===== src/shared/mfo_defines.svh =====
// Purpose: Offsets, reset values, codes and timing for the output selector
// Assumes: 32-bit Avalon-MM slave with byte addresses
// Notes:   Included by bare name
`ifndef MFO_DEFINES_SVH
`define MFO_DEFINES_SVH

// Register byte offsets
`define MFO_OFS_DUAL_MODE     6'h00
`define MFO_OFS_OC_SEL        6'h04
`define MFO_OFS_RELAY_SEL     6'h08
`define MFO_OFS_DUAL_SEL      6'h0C
`define MFO_OFS_PULSE_PERIOD  6'h10
`define MFO_OFS_SET_COUNT     6'h14
`define MFO_OFS_SPEC_COUNT    6'h18
`define MFO_OFS_TARGET_LEN    6'h1C
`define MFO_OFS_RUN_THRESHOLD 6'h20
`define MFO_OFS_OUT_STATUS    6'h24

// Reset values
`define MFO_RST_DUAL_MODE     1'h0
`define MFO_RST_OC_SEL        6'h00
`define MFO_RST_RELAY_SEL     6'h02
`define MFO_RST_DUAL_SEL      6'h00
`define MFO_RST_PULSE_PERIOD  16'h03E8
`define MFO_RST_WORD          16'h0000

// Field limits
`define MFO_MODE_MAX          16'h0001
`define MFO_CODE_MAX          16'h0026

// Function codes
`define MFO_FN_NONE           6'h00
`define MFO_FN_RUNNING        6'h01
`define MFO_FN_FAULT          6'h02
`define MFO_FN_ZERO_SPEED     6'h05
`define MFO_FN_MOTOR_PREALARM 6'h06
`define MFO_FN_DRIVE_PREALARM 6'h07
`define MFO_FN_SET_COUNT      6'h08
`define MFO_FN_SPEC_COUNT     6'h09
`define MFO_FN_LENGTH         6'h0A
`define MFO_FN_SEQ_DONE       6'h0B
`define MFO_FN_RUN_TIME       6'h0C
`define MFO_FN_FREQ_LIMITED   6'h0D
`define MFO_FN_TORQUE_LIMIT   6'h0E
`define MFO_FN_READY          6'h0F
`define MFO_FN_AI_COMPARE     6'h10
`define MFO_FN_AT_UPPER       6'h11
`define MFO_FN_AT_LOWER       6'h12
`define MFO_FN_UNDERVOLTAGE   6'h13
`define MFO_FN_REVERSE        6'h21

// Timing
`define MFO_CLK_HZ            100000000
`define MFO_PULSE_MAX_HZ      100000
`define MFO_PULSE_MIN_CYCLES  ((`MFO_CLK_HZ + `MFO_PULSE_MAX_HZ - 1) / `MFO_PULSE_MAX_HZ)
`define MFO_SEQ_PULSE_MS      250
`define MFO_SEQ_PULSE_CYCLES  ((`MFO_CLK_HZ / 1000) * `MFO_SEQ_PULSE_MS)
`define MFO_PREWARN_MS        16'h2710

`endif


===== src/shared/mfo_pkg.sv =====
// Purpose: Types for the output selector
// Assumes: Nothing beyond the defines header
// Notes:   No constants live here
package mfo_pkg;

	typedef enum logic [1:0] {
		MFO_BUS_IDLE = 2'b01,
		MFO_BUS_ACK  = 2'b10
	} mfo_bus_e;

	// Drive conditions from the control core
	typedef struct packed {
		logic        running;
		logic        fault;
		logic        freq_zero;
		logic        motor_prealarm;
		logic        drive_ovl_active;
		logic [15:0] drive_ovl_trip_ms;
		logic [15:0] count;
		logic [15:0] length;
		logic        seq_cycle_done;
		logic [15:0] run_time;
		logic        set_beyond_upper;
		logic        set_beyond_lower;
		logic        at_upper;
		logic        at_lower;
		logic        speed_mode;
		logic        torque_limited;
		logic        supplies_stable;
		logic [15:0] analog_input_first;
		logic [15:0] analog_input_second;
		logic        undervoltage;
		logic        reverse;
	} mfo_status_s;

	typedef struct packed {
		mfo_bus_e    bus;
		logic [31:0] rdata;
		logic        dual_mode;
		logic [5:0]  oc_sel;
		logic [5:0]  relay_sel;
		logic [5:0]  dual_sel;
		logic [15:0] pulse_period;
		logic [15:0] set_count;
		logic [15:0] spec_count;
		logic [15:0] target_len;
		logic [15:0] run_thr;
		logic [15:0] pulse_cnt;
		logic        pulse_lvl;
		logic [31:0] seq_cnt;
	} mfo_state_s;

endpackage


===== src/hdl/mfo_output_select.sv =====
// Purpose: Routes drive conditions to the open-collector, relay and dual terminal
// Assumes: Status inputs come from logic on sys_clk
// Notes:   Dual mode 0 is pulse output, 1 is switch output
`timescale 1ns/100ps
`include "mfo_defines.svh"

module mfo_output_select #(
	parameter int unsigned SEQ_PULSE_CYCLES = `MFO_SEQ_PULSE_CYCLES
) (
	// Clock and reset
	input  wire logic                 sys_clk,
	input  wire logic                 sys_rst,
	// Avalon-MM slave
	input  wire logic [5:0]           avs_address,
	input  wire logic                 avs_read,
	input  wire logic                 avs_write,
	input  wire logic [31:0]          avs_writedata,
	input  wire logic [3:0]           avs_byteenable,
	output logic      [31:0]          avs_readdata,
	output logic                      avs_waitrequest,
	// Drive conditions
	input  wire mfo_pkg::mfo_status_s status,
	// Output terminals, high means ON
	output logic                      oc_out,
	output logic                      relay_output,
	output logic                      dual_out
);

	localparam logic [15:0] PULSE_MIN = 16'(`MFO_PULSE_MIN_CYCLES);
	localparam logic [31:0] SEQ_LEN   = 32'(SEQ_PULSE_CYCLES);

	mfo_pkg::mfo_state_s st;
	mfo_pkg::mfo_state_s next_st;

	logic        seq_pulse;
	logic [15:0] half_period;
	logic        accept;

	// Byte-lane merge into a 16-bit register
	function automatic logic [15:0] merge16(input logic [15:0] old, input logic [31:0] wd, input logic [3:0] be);
		merge16 = old;
		if (be[0]) begin
			merge16[7:0] = wd[7:0];
		end
		if (be[1]) begin
			merge16[15:8] = wd[15:8];
		end
	endfunction

	// Condition chosen by one function code
	function automatic logic select_fn(input logic [5:0] code, input mfo_pkg::mfo_status_s s,
	                                   input logic seq_on, input mfo_pkg::mfo_state_s r);
		case (code)
			`MFO_FN_NONE:           select_fn = 1'b0;
			`MFO_FN_RUNNING:        select_fn = s.running;
			`MFO_FN_FAULT:          select_fn = s.fault;
			`MFO_FN_ZERO_SPEED:     select_fn = s.running & s.freq_zero;
			`MFO_FN_MOTOR_PREALARM: select_fn = s.motor_prealarm;
			`MFO_FN_DRIVE_PREALARM: select_fn = s.drive_ovl_active &
			                                    (s.drive_ovl_trip_ms <= `MFO_PREWARN_MS);
			`MFO_FN_SET_COUNT:      select_fn = s.count >= r.set_count;
			`MFO_FN_SPEC_COUNT:     select_fn = s.count >= r.spec_count;
			`MFO_FN_LENGTH:         select_fn = s.length > r.target_len;
			`MFO_FN_SEQ_DONE:       select_fn = seq_on;
			`MFO_FN_RUN_TIME:       select_fn = s.run_time > r.run_thr;
			`MFO_FN_FREQ_LIMITED:   select_fn = (s.set_beyond_upper & s.at_upper) |
			                                    (s.set_beyond_lower & s.at_lower);
			`MFO_FN_TORQUE_LIMIT:   select_fn = s.speed_mode & s.torque_limited;
			`MFO_FN_READY:          select_fn = s.supplies_stable & ~s.fault & s.running;
			`MFO_FN_AI_COMPARE:     select_fn = s.analog_input_first > s.analog_input_second;
			`MFO_FN_AT_UPPER:       select_fn = s.at_upper;
			`MFO_FN_AT_LOWER:       select_fn = s.running & s.at_lower;
			`MFO_FN_UNDERVOLTAGE:   select_fn = s.undervoltage;
			`MFO_FN_REVERSE:        select_fn = s.running & s.reverse;
			default:                select_fn = 1'b0;
		endcase
	endfunction

	// Code write accepted only inside range
	function automatic logic code_ok(input logic [15:0] v);
		code_ok = v <= `MFO_CODE_MAX;
	endfunction

	assign seq_pulse       = st.seq_cnt != 32'h0000_0000;
	assign accept          = (st.bus == mfo_pkg::MFO_BUS_ACK) && (avs_read || avs_write);
	assign avs_waitrequest = (avs_read || avs_write) && (st.bus != mfo_pkg::MFO_BUS_ACK);
	assign avs_readdata    = st.rdata;

	// Clamp period so frequency stays at or below the ceiling
	assign half_period = ((st.pulse_period < PULSE_MIN) ? PULSE_MIN : st.pulse_period) >> 1;

	// Outputs follow selector and condition directly, dual terminal only in switch mode
	assign oc_out       = select_fn(st.oc_sel, status, seq_pulse, st);
	assign relay_output = select_fn(st.relay_sel, status, seq_pulse, st);
	assign dual_out     = st.dual_mode ? select_fn(st.dual_sel, status, seq_pulse, st) : st.pulse_lvl;

	always_comb begin
		logic [15:0] wv;
		wv      = 16'h0000;
		next_st = st;

		// Bus handshake: one wait cycle, read data loaded before accept
		case (st.bus)
			mfo_pkg::MFO_BUS_IDLE: begin
				if (avs_read || avs_write) begin
					next_st.bus = mfo_pkg::MFO_BUS_ACK;
					case (avs_address)
						`MFO_OFS_DUAL_MODE:     next_st.rdata = {31'h0000_0000, st.dual_mode};
						`MFO_OFS_OC_SEL:        next_st.rdata = {26'h000_0000, st.oc_sel};
						`MFO_OFS_RELAY_SEL:     next_st.rdata = {26'h000_0000, st.relay_sel};
						`MFO_OFS_DUAL_SEL:      next_st.rdata = {26'h000_0000, st.dual_sel};
						`MFO_OFS_PULSE_PERIOD:  next_st.rdata = {16'h0000, st.pulse_period};
						`MFO_OFS_SET_COUNT:     next_st.rdata = {16'h0000, st.set_count};
						`MFO_OFS_SPEC_COUNT:    next_st.rdata = {16'h0000, st.spec_count};
						`MFO_OFS_TARGET_LEN:    next_st.rdata = {16'h0000, st.target_len};
						`MFO_OFS_RUN_THRESHOLD: next_st.rdata = {16'h0000, st.run_thr};
						`MFO_OFS_OUT_STATUS:    next_st.rdata = {28'h000_0000, seq_pulse, dual_out,
						                                         relay_output, oc_out};
						default:                next_st.rdata = 32'h0000_0000;
					endcase
				end
			end
			mfo_pkg::MFO_BUS_ACK: begin
				next_st.bus = mfo_pkg::MFO_BUS_IDLE;
				if (avs_write) begin
					case (avs_address)
						`MFO_OFS_DUAL_MODE: begin
							wv = merge16({15'h0000, st.dual_mode}, avs_writedata, avs_byteenable);
							if (wv <= `MFO_MODE_MAX) begin
								next_st.dual_mode = wv[0];
							end
						end
						`MFO_OFS_OC_SEL: begin
							wv = merge16({10'h000, st.oc_sel}, avs_writedata, avs_byteenable);
							if (code_ok(wv)) begin
								next_st.oc_sel = wv[5:0];
							end
						end
						`MFO_OFS_RELAY_SEL: begin
							wv = merge16({10'h000, st.relay_sel}, avs_writedata, avs_byteenable);
							if (code_ok(wv)) begin
								next_st.relay_sel = wv[5:0];
							end
						end
						`MFO_OFS_DUAL_SEL: begin
							wv = merge16({10'h000, st.dual_sel}, avs_writedata, avs_byteenable);
							if (code_ok(wv)) begin
								next_st.dual_sel = wv[5:0];
							end
						end
						`MFO_OFS_PULSE_PERIOD:  next_st.pulse_period = merge16(st.pulse_period, avs_writedata,
						                                                       avs_byteenable);
						`MFO_OFS_SET_COUNT:     next_st.set_count = merge16(st.set_count, avs_writedata, avs_byteenable);
						`MFO_OFS_SPEC_COUNT:    next_st.spec_count = merge16(st.spec_count, avs_writedata,
						                                                     avs_byteenable);
						`MFO_OFS_TARGET_LEN:    next_st.target_len = merge16(st.target_len, avs_writedata,
						                                                     avs_byteenable);
						`MFO_OFS_RUN_THRESHOLD: next_st.run_thr = merge16(st.run_thr, avs_writedata, avs_byteenable);
						default:                next_st.rdata = st.rdata;
					endcase
				end
			end
			default: next_st.bus = mfo_pkg::MFO_BUS_IDLE;
		endcase

		// Pulse output generator
		if (st.pulse_cnt + 16'h0001 >= half_period) begin
			next_st.pulse_cnt = 16'h0000;
			next_st.pulse_lvl = ~st.pulse_lvl;
		end else begin
			next_st.pulse_cnt = st.pulse_cnt + 16'h0001;
		end

		// Sequence cycle pulse, retriggered by each completion
		if (status.seq_cycle_done) begin
			next_st.seq_cnt = SEQ_LEN;
		end else if (st.seq_cnt != 32'h0000_0000) begin
			next_st.seq_cnt = st.seq_cnt - 32'h0000_0001;
		end

		if (sys_rst) begin
			next_st.bus          = mfo_pkg::MFO_BUS_IDLE;
			next_st.rdata        = 32'h0000_0000;
			next_st.dual_mode    = `MFO_RST_DUAL_MODE;
			next_st.oc_sel       = `MFO_RST_OC_SEL;
			next_st.relay_sel    = `MFO_RST_RELAY_SEL;
			next_st.dual_sel     = `MFO_RST_DUAL_SEL;
			next_st.pulse_period = `MFO_RST_PULSE_PERIOD;
			next_st.set_count    = `MFO_RST_WORD;
			next_st.spec_count   = `MFO_RST_WORD;
			next_st.target_len   = `MFO_RST_WORD;
			next_st.run_thr      = `MFO_RST_WORD;
			next_st.pulse_cnt    = 16'h0000;
			next_st.pulse_lvl    = 1'b0;
			next_st.seq_cnt      = 32'h0000_0000;
		end
	end

	always_ff @(posedge sys_clk) begin
		st <= next_st;
	end

	// Helper: cycles the pulse level has held
	localparam int HALF_MIN = 499;
	logic        lvl_q;
	logic [15:0] lvl_age;
	always_ff @(posedge sys_clk) begin
		if (sys_rst) begin
			lvl_q   <= 1'b0;
			lvl_age <= 16'hFFFF;
		end else begin
			lvl_q   <= st.pulse_lvl;
			lvl_age <= (st.pulse_lvl != lvl_q) ? 16'h0001 : ((lvl_age == 16'hFFFF) ? lvl_age : lvl_age + 16'h0001);
		end
	end

	property p_dual_mode;
		@(posedge sys_clk) disable iff (sys_rst)
		!st.dual_mode |-> (dual_out == st.pulse_lvl);
	endproperty
	a_dual_mode: assert property (p_dual_mode) else $error("dual terminal not on pulse in pulse mode");

	property p_pulse_rate;
		@(posedge sys_clk) disable iff (sys_rst)
		(st.pulse_lvl != lvl_q) |-> (lvl_age >= HALF_MIN);
	endproperty
	a_pulse_rate: assert property (p_pulse_rate) else $error("pulse half period too short");

	property p_oc_range;
		@(posedge sys_clk) disable iff (sys_rst)
		(accept && avs_write && avs_address == `MFO_OFS_OC_SEL && avs_byteenable[0] &&
		 avs_writedata[7:0] > 8'h26) |=> $stable(st.oc_sel);
	endproperty
	a_oc_range: assert property (p_oc_range) else $error("out of range code stored");

	property p_relay_reset;
		@(posedge sys_clk)
		$past(sys_rst) && !sys_rst |-> (st.relay_sel == 6'h02) && (st.oc_sel == 6'h00) && !st.dual_mode;
	endproperty
	a_relay_reset: assert property (p_relay_reset) else $error("selector reset value wrong");

	property p_code_none;
		@(posedge sys_clk) disable iff (sys_rst)
		(st.oc_sel == 6'h00) |-> !oc_out;
	endproperty
	a_code_none: assert property (p_code_none) else $error("code 0 drove output");

	property p_fault;
		@(posedge sys_clk) disable iff (sys_rst)
		(st.relay_sel == 6'h02) |-> (relay_output == status.fault);
	endproperty
	a_fault: assert property (p_fault) else $error("relay not following fault");

	property p_zero_speed;
		@(posedge sys_clk) disable iff (sys_rst)
		(st.oc_sel == 6'h05) |-> (oc_out == (status.running && status.freq_zero));
	endproperty
	a_zero_speed: assert property (p_zero_speed) else $error("zero speed output wrong");

	property p_seq_pulse;
		@(posedge sys_clk) disable iff (sys_rst)
		(status.seq_cycle_done && st.relay_sel == 6'h0B) ##1 (st.relay_sel == 6'h0B)[*8] |-> relay_output;
	endproperty
	a_seq_pulse: assert property (p_seq_pulse) else $error("sequence pulse ended early");

	property p_seq_len;
		@(posedge sys_clk) disable iff (sys_rst)
		st.seq_cnt <= SEQ_LEN;
	endproperty
	a_seq_len: assert property (p_seq_len) else $error("sequence pulse too long");

	property p_lower_stop;
		@(posedge sys_clk) disable iff (sys_rst)
		(st.relay_sel == 6'h12 && !status.running) |-> !relay_output;
	endproperty
	a_lower_stop: assert property (p_lower_stop) else $error("lower limit on while stopped");

	property p_reserved;
		@(posedge sys_clk) disable iff (sys_rst)
		(st.oc_sel == 6'h15 || st.oc_sel == 6'h03) |-> !oc_out;
	endproperty
	a_reserved: assert property (p_reserved) else $error("reserved code drove output");

	property p_running;
		@(posedge sys_clk) disable iff (sys_rst)
		(st.oc_sel == `MFO_FN_RUNNING) |-> (oc_out == status.running);
	endproperty
	a_running: assert property (p_running) else $error("running output wrong");

	property p_motor_prealarm;
		@(posedge sys_clk) disable iff (sys_rst)
		(st.relay_sel == `MFO_FN_MOTOR_PREALARM) |-> (relay_output == status.motor_prealarm);
	endproperty
	a_motor_prealarm: assert property (p_motor_prealarm) else $error("motor pre-alarm output wrong");

	property p_drive_prealarm;
		@(posedge sys_clk) disable iff (sys_rst)
		(st.oc_sel == `MFO_FN_DRIVE_PREALARM) |->
		(oc_out == (status.drive_ovl_active && status.drive_ovl_trip_ms <= `MFO_PREWARN_MS));
	endproperty
	a_drive_prealarm: assert property (p_drive_prealarm) else $error("drive pre-alarm output wrong");

	property p_set_count;
		@(posedge sys_clk) disable iff (sys_rst)
		(st.oc_sel == `MFO_FN_SET_COUNT) |-> (oc_out == (status.count >= st.set_count));
	endproperty
	a_set_count: assert property (p_set_count) else $error("set count output wrong");

	property p_spec_count;
		@(posedge sys_clk) disable iff (sys_rst)
		(st.relay_sel == `MFO_FN_SPEC_COUNT) |-> (relay_output == (status.count >= st.spec_count));
	endproperty
	a_spec_count: assert property (p_spec_count) else $error("specified count output wrong");

	property p_length;
		@(posedge sys_clk) disable iff (sys_rst)
		(st.oc_sel == `MFO_FN_LENGTH) |-> (oc_out == (status.length > st.target_len));
	endproperty
	a_length: assert property (p_length) else $error("length output wrong");

	property p_run_time;
		@(posedge sys_clk) disable iff (sys_rst)
		(st.relay_sel == `MFO_FN_RUN_TIME) |-> (relay_output == (status.run_time > st.run_thr));
	endproperty
	a_run_time: assert property (p_run_time) else $error("running time output wrong");

	property p_freq_limited;
		@(posedge sys_clk) disable iff (sys_rst)
		(st.oc_sel == `MFO_FN_FREQ_LIMITED && !status.at_upper && !status.at_lower) |-> !oc_out;
	endproperty
	a_freq_limited: assert property (p_freq_limited) else $error("limit output on off limit");

	property p_torque;
		@(posedge sys_clk) disable iff (sys_rst)
		(st.relay_sel == `MFO_FN_TORQUE_LIMIT) |-> (relay_output == (status.speed_mode && status.torque_limited));
	endproperty
	a_torque: assert property (p_torque) else $error("torque limit output wrong");

	property p_ready;
		@(posedge sys_clk) disable iff (sys_rst)
		(st.oc_sel == `MFO_FN_READY && status.fault) |-> !oc_out;
	endproperty
	a_ready: assert property (p_ready) else $error("ready output on with fault");

	property p_ai_compare;
		@(posedge sys_clk) disable iff (sys_rst)
		(st.relay_sel == `MFO_FN_AI_COMPARE) |->
		(relay_output == (status.analog_input_first > status.analog_input_second));
	endproperty
	a_ai_compare: assert property (p_ai_compare) else $error("analog compare output wrong");

	property p_at_upper;
		@(posedge sys_clk) disable iff (sys_rst)
		(st.oc_sel == `MFO_FN_AT_UPPER) |-> (oc_out == status.at_upper);
	endproperty
	a_at_upper: assert property (p_at_upper) else $error("upper limit output wrong");

	property p_undervoltage;
		@(posedge sys_clk) disable iff (sys_rst)
		(st.relay_sel == `MFO_FN_UNDERVOLTAGE) |-> (relay_output == status.undervoltage);
	endproperty
	a_undervoltage: assert property (p_undervoltage) else $error("undervoltage output wrong");

	property p_reverse;
		@(posedge sys_clk) disable iff (sys_rst)
		(st.oc_sel == `MFO_FN_REVERSE && !status.running) |-> !oc_out;
	endproperty
	a_reverse: assert property (p_reverse) else $error("reverse output on while stopped");

	property p_dual_switch;
		@(posedge sys_clk) disable iff (sys_rst)
		(st.dual_mode && st.dual_sel == st.oc_sel) |-> (dual_out == oc_out);
	endproperty
	a_dual_switch: assert property (p_dual_switch) else $error("dual terminal not on switch code");

	c_fault_relay: cover property (@(posedge sys_clk) disable iff (sys_rst) relay_output && st.relay_sel == 6'h02);
	c_pulse_toggle: cover property (@(posedge sys_clk) disable iff (sys_rst) !st.dual_mode && $rose(dual_out));
	c_bus_write: cover property (@(posedge sys_clk) disable iff (sys_rst) accept && avs_write);
	c_switch_mode: cover property (@(posedge sys_clk) disable iff (sys_rst) st.dual_mode && dual_out);
	c_seq_pulse: cover property (@(posedge sys_clk) disable iff (sys_rst) relay_output && st.relay_sel == 6'h0B);

endmodule


===== config.mk =====
export PLATFORM = sky130hd
export DESIGN_NAME = mfo_output_select
export DESIGN_NICKNAME = d
export VERILOG_FILES = /design/src/shared/mfo_pkg.sv /design/src/hdl/mfo_output_select.sv
export VERILOG_INCLUDE_DIRS = /design/src /design/src/shared
export SDC_FILE = /design/constraint.sdc
export NUM_CORES = 1
export LEC_CHECK = 0
export BUFFER_PORTS_ARGS = -buffer_cell sky130_fd_sc_hd__buf_2
export CAP_MARGIN = 40
export CORE_ASPECT_RATIO = 1.75
export CORE_UTILIZATION = 61
export DETAILED_ROUTE_END_ITERATION = 12
export HOLD_SLACK_MARGIN = 0.15
export PLACE_DENSITY = 0.95
export SLEW_MARGIN = 10
export SYNTH_ARGS = -nofsm -noshare
export SYNTH_HDL_FRONTEND = slang
export SYNTH_SLANG_ARGS = --single-unit

===== constraint.sdc =====
create_clock -name sys_clk -period 7.6 [get_ports sys_clk]
set_clock_uncertainty 0.05 [all_clocks]
set_input_delay 0.76 -clock sys_clk [delete_from_list [all_inputs] [get_ports sys_clk]]
set_output_delay 0.76 -clock sys_clk [all_outputs]
set_load 0.05 [all_outputs]

==> metrics.txt <==
GRT Util Overall=37.87%; reg2reg end=st[42]$_SDFF_PP0_; Routed wire per std cell=19.47 um; Ys Warns=0; max_slew headroom=38.64%; Post-synth top flop=dfxtp_1; total power=0.001984 W; CTS tree=done; Setup Fix Bufs, Post-CTS=0; period utilization=between 50% and 60%; Worst Reg-to-Reg Cells=14; initial antenna violation count=4; initial core utilization=62.57%; combinational fraction of design power=a little over an eighth; Setup crit end kind=output port; number of synthesized flops with an enable pin=0; clock share of power=about two fifths; worst reg2reg setup slack=3.78 ns; sw frac=28.79%; clock slew at reported path FFs=0.07 ns; min-delay src=st[126]$_SDFFE_PP0P_; Core ar.=17030 um^2; routed via count=approximately 11000; maximum number of pins on one net before global-route repair=82; vias in the first global route=10683; worst-case clock buffer depth=2; setup TNS=0 ns; hold worst-path end=st[126]$_SDFFE_PP0P_; Worst Setup Start Kind=primary input; Root Buffer Master=clkbuf_16; status=finished, final reports clean; nets=1706; DR pass1 iterations=9; Cell Pwr Density=166.3 nW/um^2; Syn Area/Cell=slightly below 8 um^2; drt drc=0; CP required=6.79 ns; crit-path cells=buf_2 > inv_1 > ha_1 > nand2b_1 > a2111oi_0 > or3_1 > o41ai_1 > o211ai_1 > nand4_1 > o221ai_1 > o21ai_0 > buf_2; # clock sinks=between 150 and 200; Max Clk Rate=0.2300 GHz; Pleak=between 4 and 5 nW; IO Pins=approximately 190; RSZ-0062 raised after global routing=no; CP Max Fanout=3; Setup CP Type=in -> out; Post-Syn Area=10650 um^2; switching power=about 0.00057 W; vias per cell=roughly 6.4; final setup fails=0; Yosys cell types=77; row cnt=63; WL final=33000 um; cells after synthesis=1343; CP max stage cell=o41ai_1; Hold Crit Depth=2; Placer Congestion=0.9869; worst skew pair latency=0.44 ns; Critical R2R Launch=st[123]$_SDFFE_PP0P_; Die X=approximately 100 um; Final Max Slew Viols=0; Async SR Flop Fraction=0%; sequential power share=45.3%; Max Cap Viol=0; minimum clock period=roughly 4.3 ns; max incr delay on CP=~0.85 ns; Area Growth Syn to Fin=12.00%; DRT iter0 DRCs=1160; H-tree depth=4; layout cell share with drive strength beyond 1=15.15%; Num CTS Buffers=17; first-pass GRT wire length=52300 um; Detailed Place HPWL=between 20000 and 25000 um; worst vdd ir=0.1640 mV; Hold Path Class=reg -> reg; post_cts resized=0; post-route ant nets=0; post-cts hold buffer count=0; internal power=0.001413 W; post-synthesis sequential area ratio=31.20%; most used cell, CP=buf_2; Slew @ Worst Pin=0.9086 ns; IO buf count=158; Fin. Hold Viols=0; grt ovf=0; #FFs+latches synth=~170; arrival time at the worst endpoint=3.54 ns; Die Ht=176.8 um; DIE AREA=18020 um^2
layout by cell type, fill, tap and decap left out, types with 23 or more instances in the layout:
cell type	netlist	routed
dfxtp_1	166	166
buf_2	1	158
nor2_1	156	155
nand2_1	119	119
a21oi_1	117	117
inv_1	103	103
ha_1	97	97
mux2i_1	62	62
nand3_1	53	53
o21ai_0	41	41
a22oi_1	30	30
nor2b_1	27	27
xnor2_1	23	23
nand4_1	23	23
critical path, delay by kind of cell:
family,cells,cell delay (ns)
buffers and inverters,3,0.43
AND/OR/NAND/NOR,3,0.61
adder cells (fa/ha/maj),1,0.27
AO/OA/AOI/OAI,5,1.45
area by class of cell:
cell class | instances | area (um^2)
Antenna cell | 3 | 7.507
Clock buffer | 21 | 450.4
Clock inverter | 11 | 93.84
Fill cell | 1300 | 5095
Inverter | 104 | 390.4
Multi-Input combinational cell | 997 | 6531
Sequential cell | 166 | 3323
Tap cell | 227 | 284.0
Timing Repair Buffer | 166 | 850.8
logic make-up after synthesis:
kind of cell	share of synthesized area, %
compound gates	16.24
xor+xnor	3.289
fa+ha+maj	11.39
buf+inv	8.081
flops	31.20
mux	6.143
other cells	0.03520
simple gates	23.62
worst max-delay path by stage:
| stage | startpoint | end | slack, ns | cells after the start |
|---|---|---|---|---|
| floorplan | status[55] | dual_out | 3.75 | 9 |
| global placement | status[74] | dual_out | 3.43 | 12 |
| detailed placement | status[74] | dual_out | 3.41 | 12 |
| CTS | status[74] | dual_out | 3.39 | 12 |
| global route | st[64]$_SDFFE_PP0P_ | dual_out | 3.14 | 11 |
| finish | status[74] | dual_out | 3.25 | 12 |
sequential cells by signal, summed over array words and instances, names as in the netlist:
name / count
st: 150
avs_readdata: 16
power by group through the flow:
stage,Sequential [W],Clock (W),Combinational (W)
floorplan,0.000913,0,0.000174
global placement,0.000915,0,0.000248
CTS,0.000897,0.000813,0.000264
finish,0.000898,0.000814,0.000272
global route,0.000899,0.000849,0.000295
detailed placement,0.000916,0,0.000259
synth_stat cells (5+ instances only):
cell type	number	share of area [%]
dfxtp_1	166	31
nor2_1	156	5.5
nand2_1	119	4.2
a21oi_1	117	5.5
inv_1	103	3.6
ha_1	97	11
mux2i_1	62	5.8
clkbuf_1	54	1.9
nand3_1	53	2.5
o21ai_0	41	1.9
buf_4	33	2.3
a22oi_1	30	2.1
nor2b_1	27	1.6
nand4_1	23	1.4
xnor2_1	23	1.9
nor3_1	22	1.0
xor2_1	17	1.4
nand2b_1	13	0.76
or3_1	13	0.76
or4_1	12	0.85
nand3b_1	11	0.78
a21o_1	10	0.70
a31oi_1	9	0.53
a211oi_1	8	0.56
nor4_1	8	0.47
and3_1	7	0.41
a211o_1	6	0.49
nor3b_1	5	0.35
o211ai_1	5	0.35
layer usage:
metal / vias up / wire [um] / global-route usage [%]
met1: 4896 / 11040 / 38.48
met5: - / 51 / 1.775
li1: 4904 / - / -
met4: 4 / 3499 / 34.94
met2: 696 / 15730 / 62.75
met3: 274 / 2685 / 8.768
stage by stage:
stage / util, % / cell area [um^2] / hold WS [ns] / setup slack [ns] / cells
2_1_floorplan: - / 10710 / 0.3987 / 3.749 / 1359
3_3_place_gp: 66.81 / 11370 / 0.4076 / 3.434 / 1659
3_5_place_dp: 66.84 / 11380 / 0.4152 / 3.405 / 1660
4_1_cts: 70.03 / 11920 / 0.4235 / 3.392 / 1692
5_1_grt: 70.08 / 11930 / 0.4399 / 3.141 / 1695
6_report: 70.08 / 11930 / 0.4287 / 3.252 / 1695
Power figures use the tool's default switching activity.
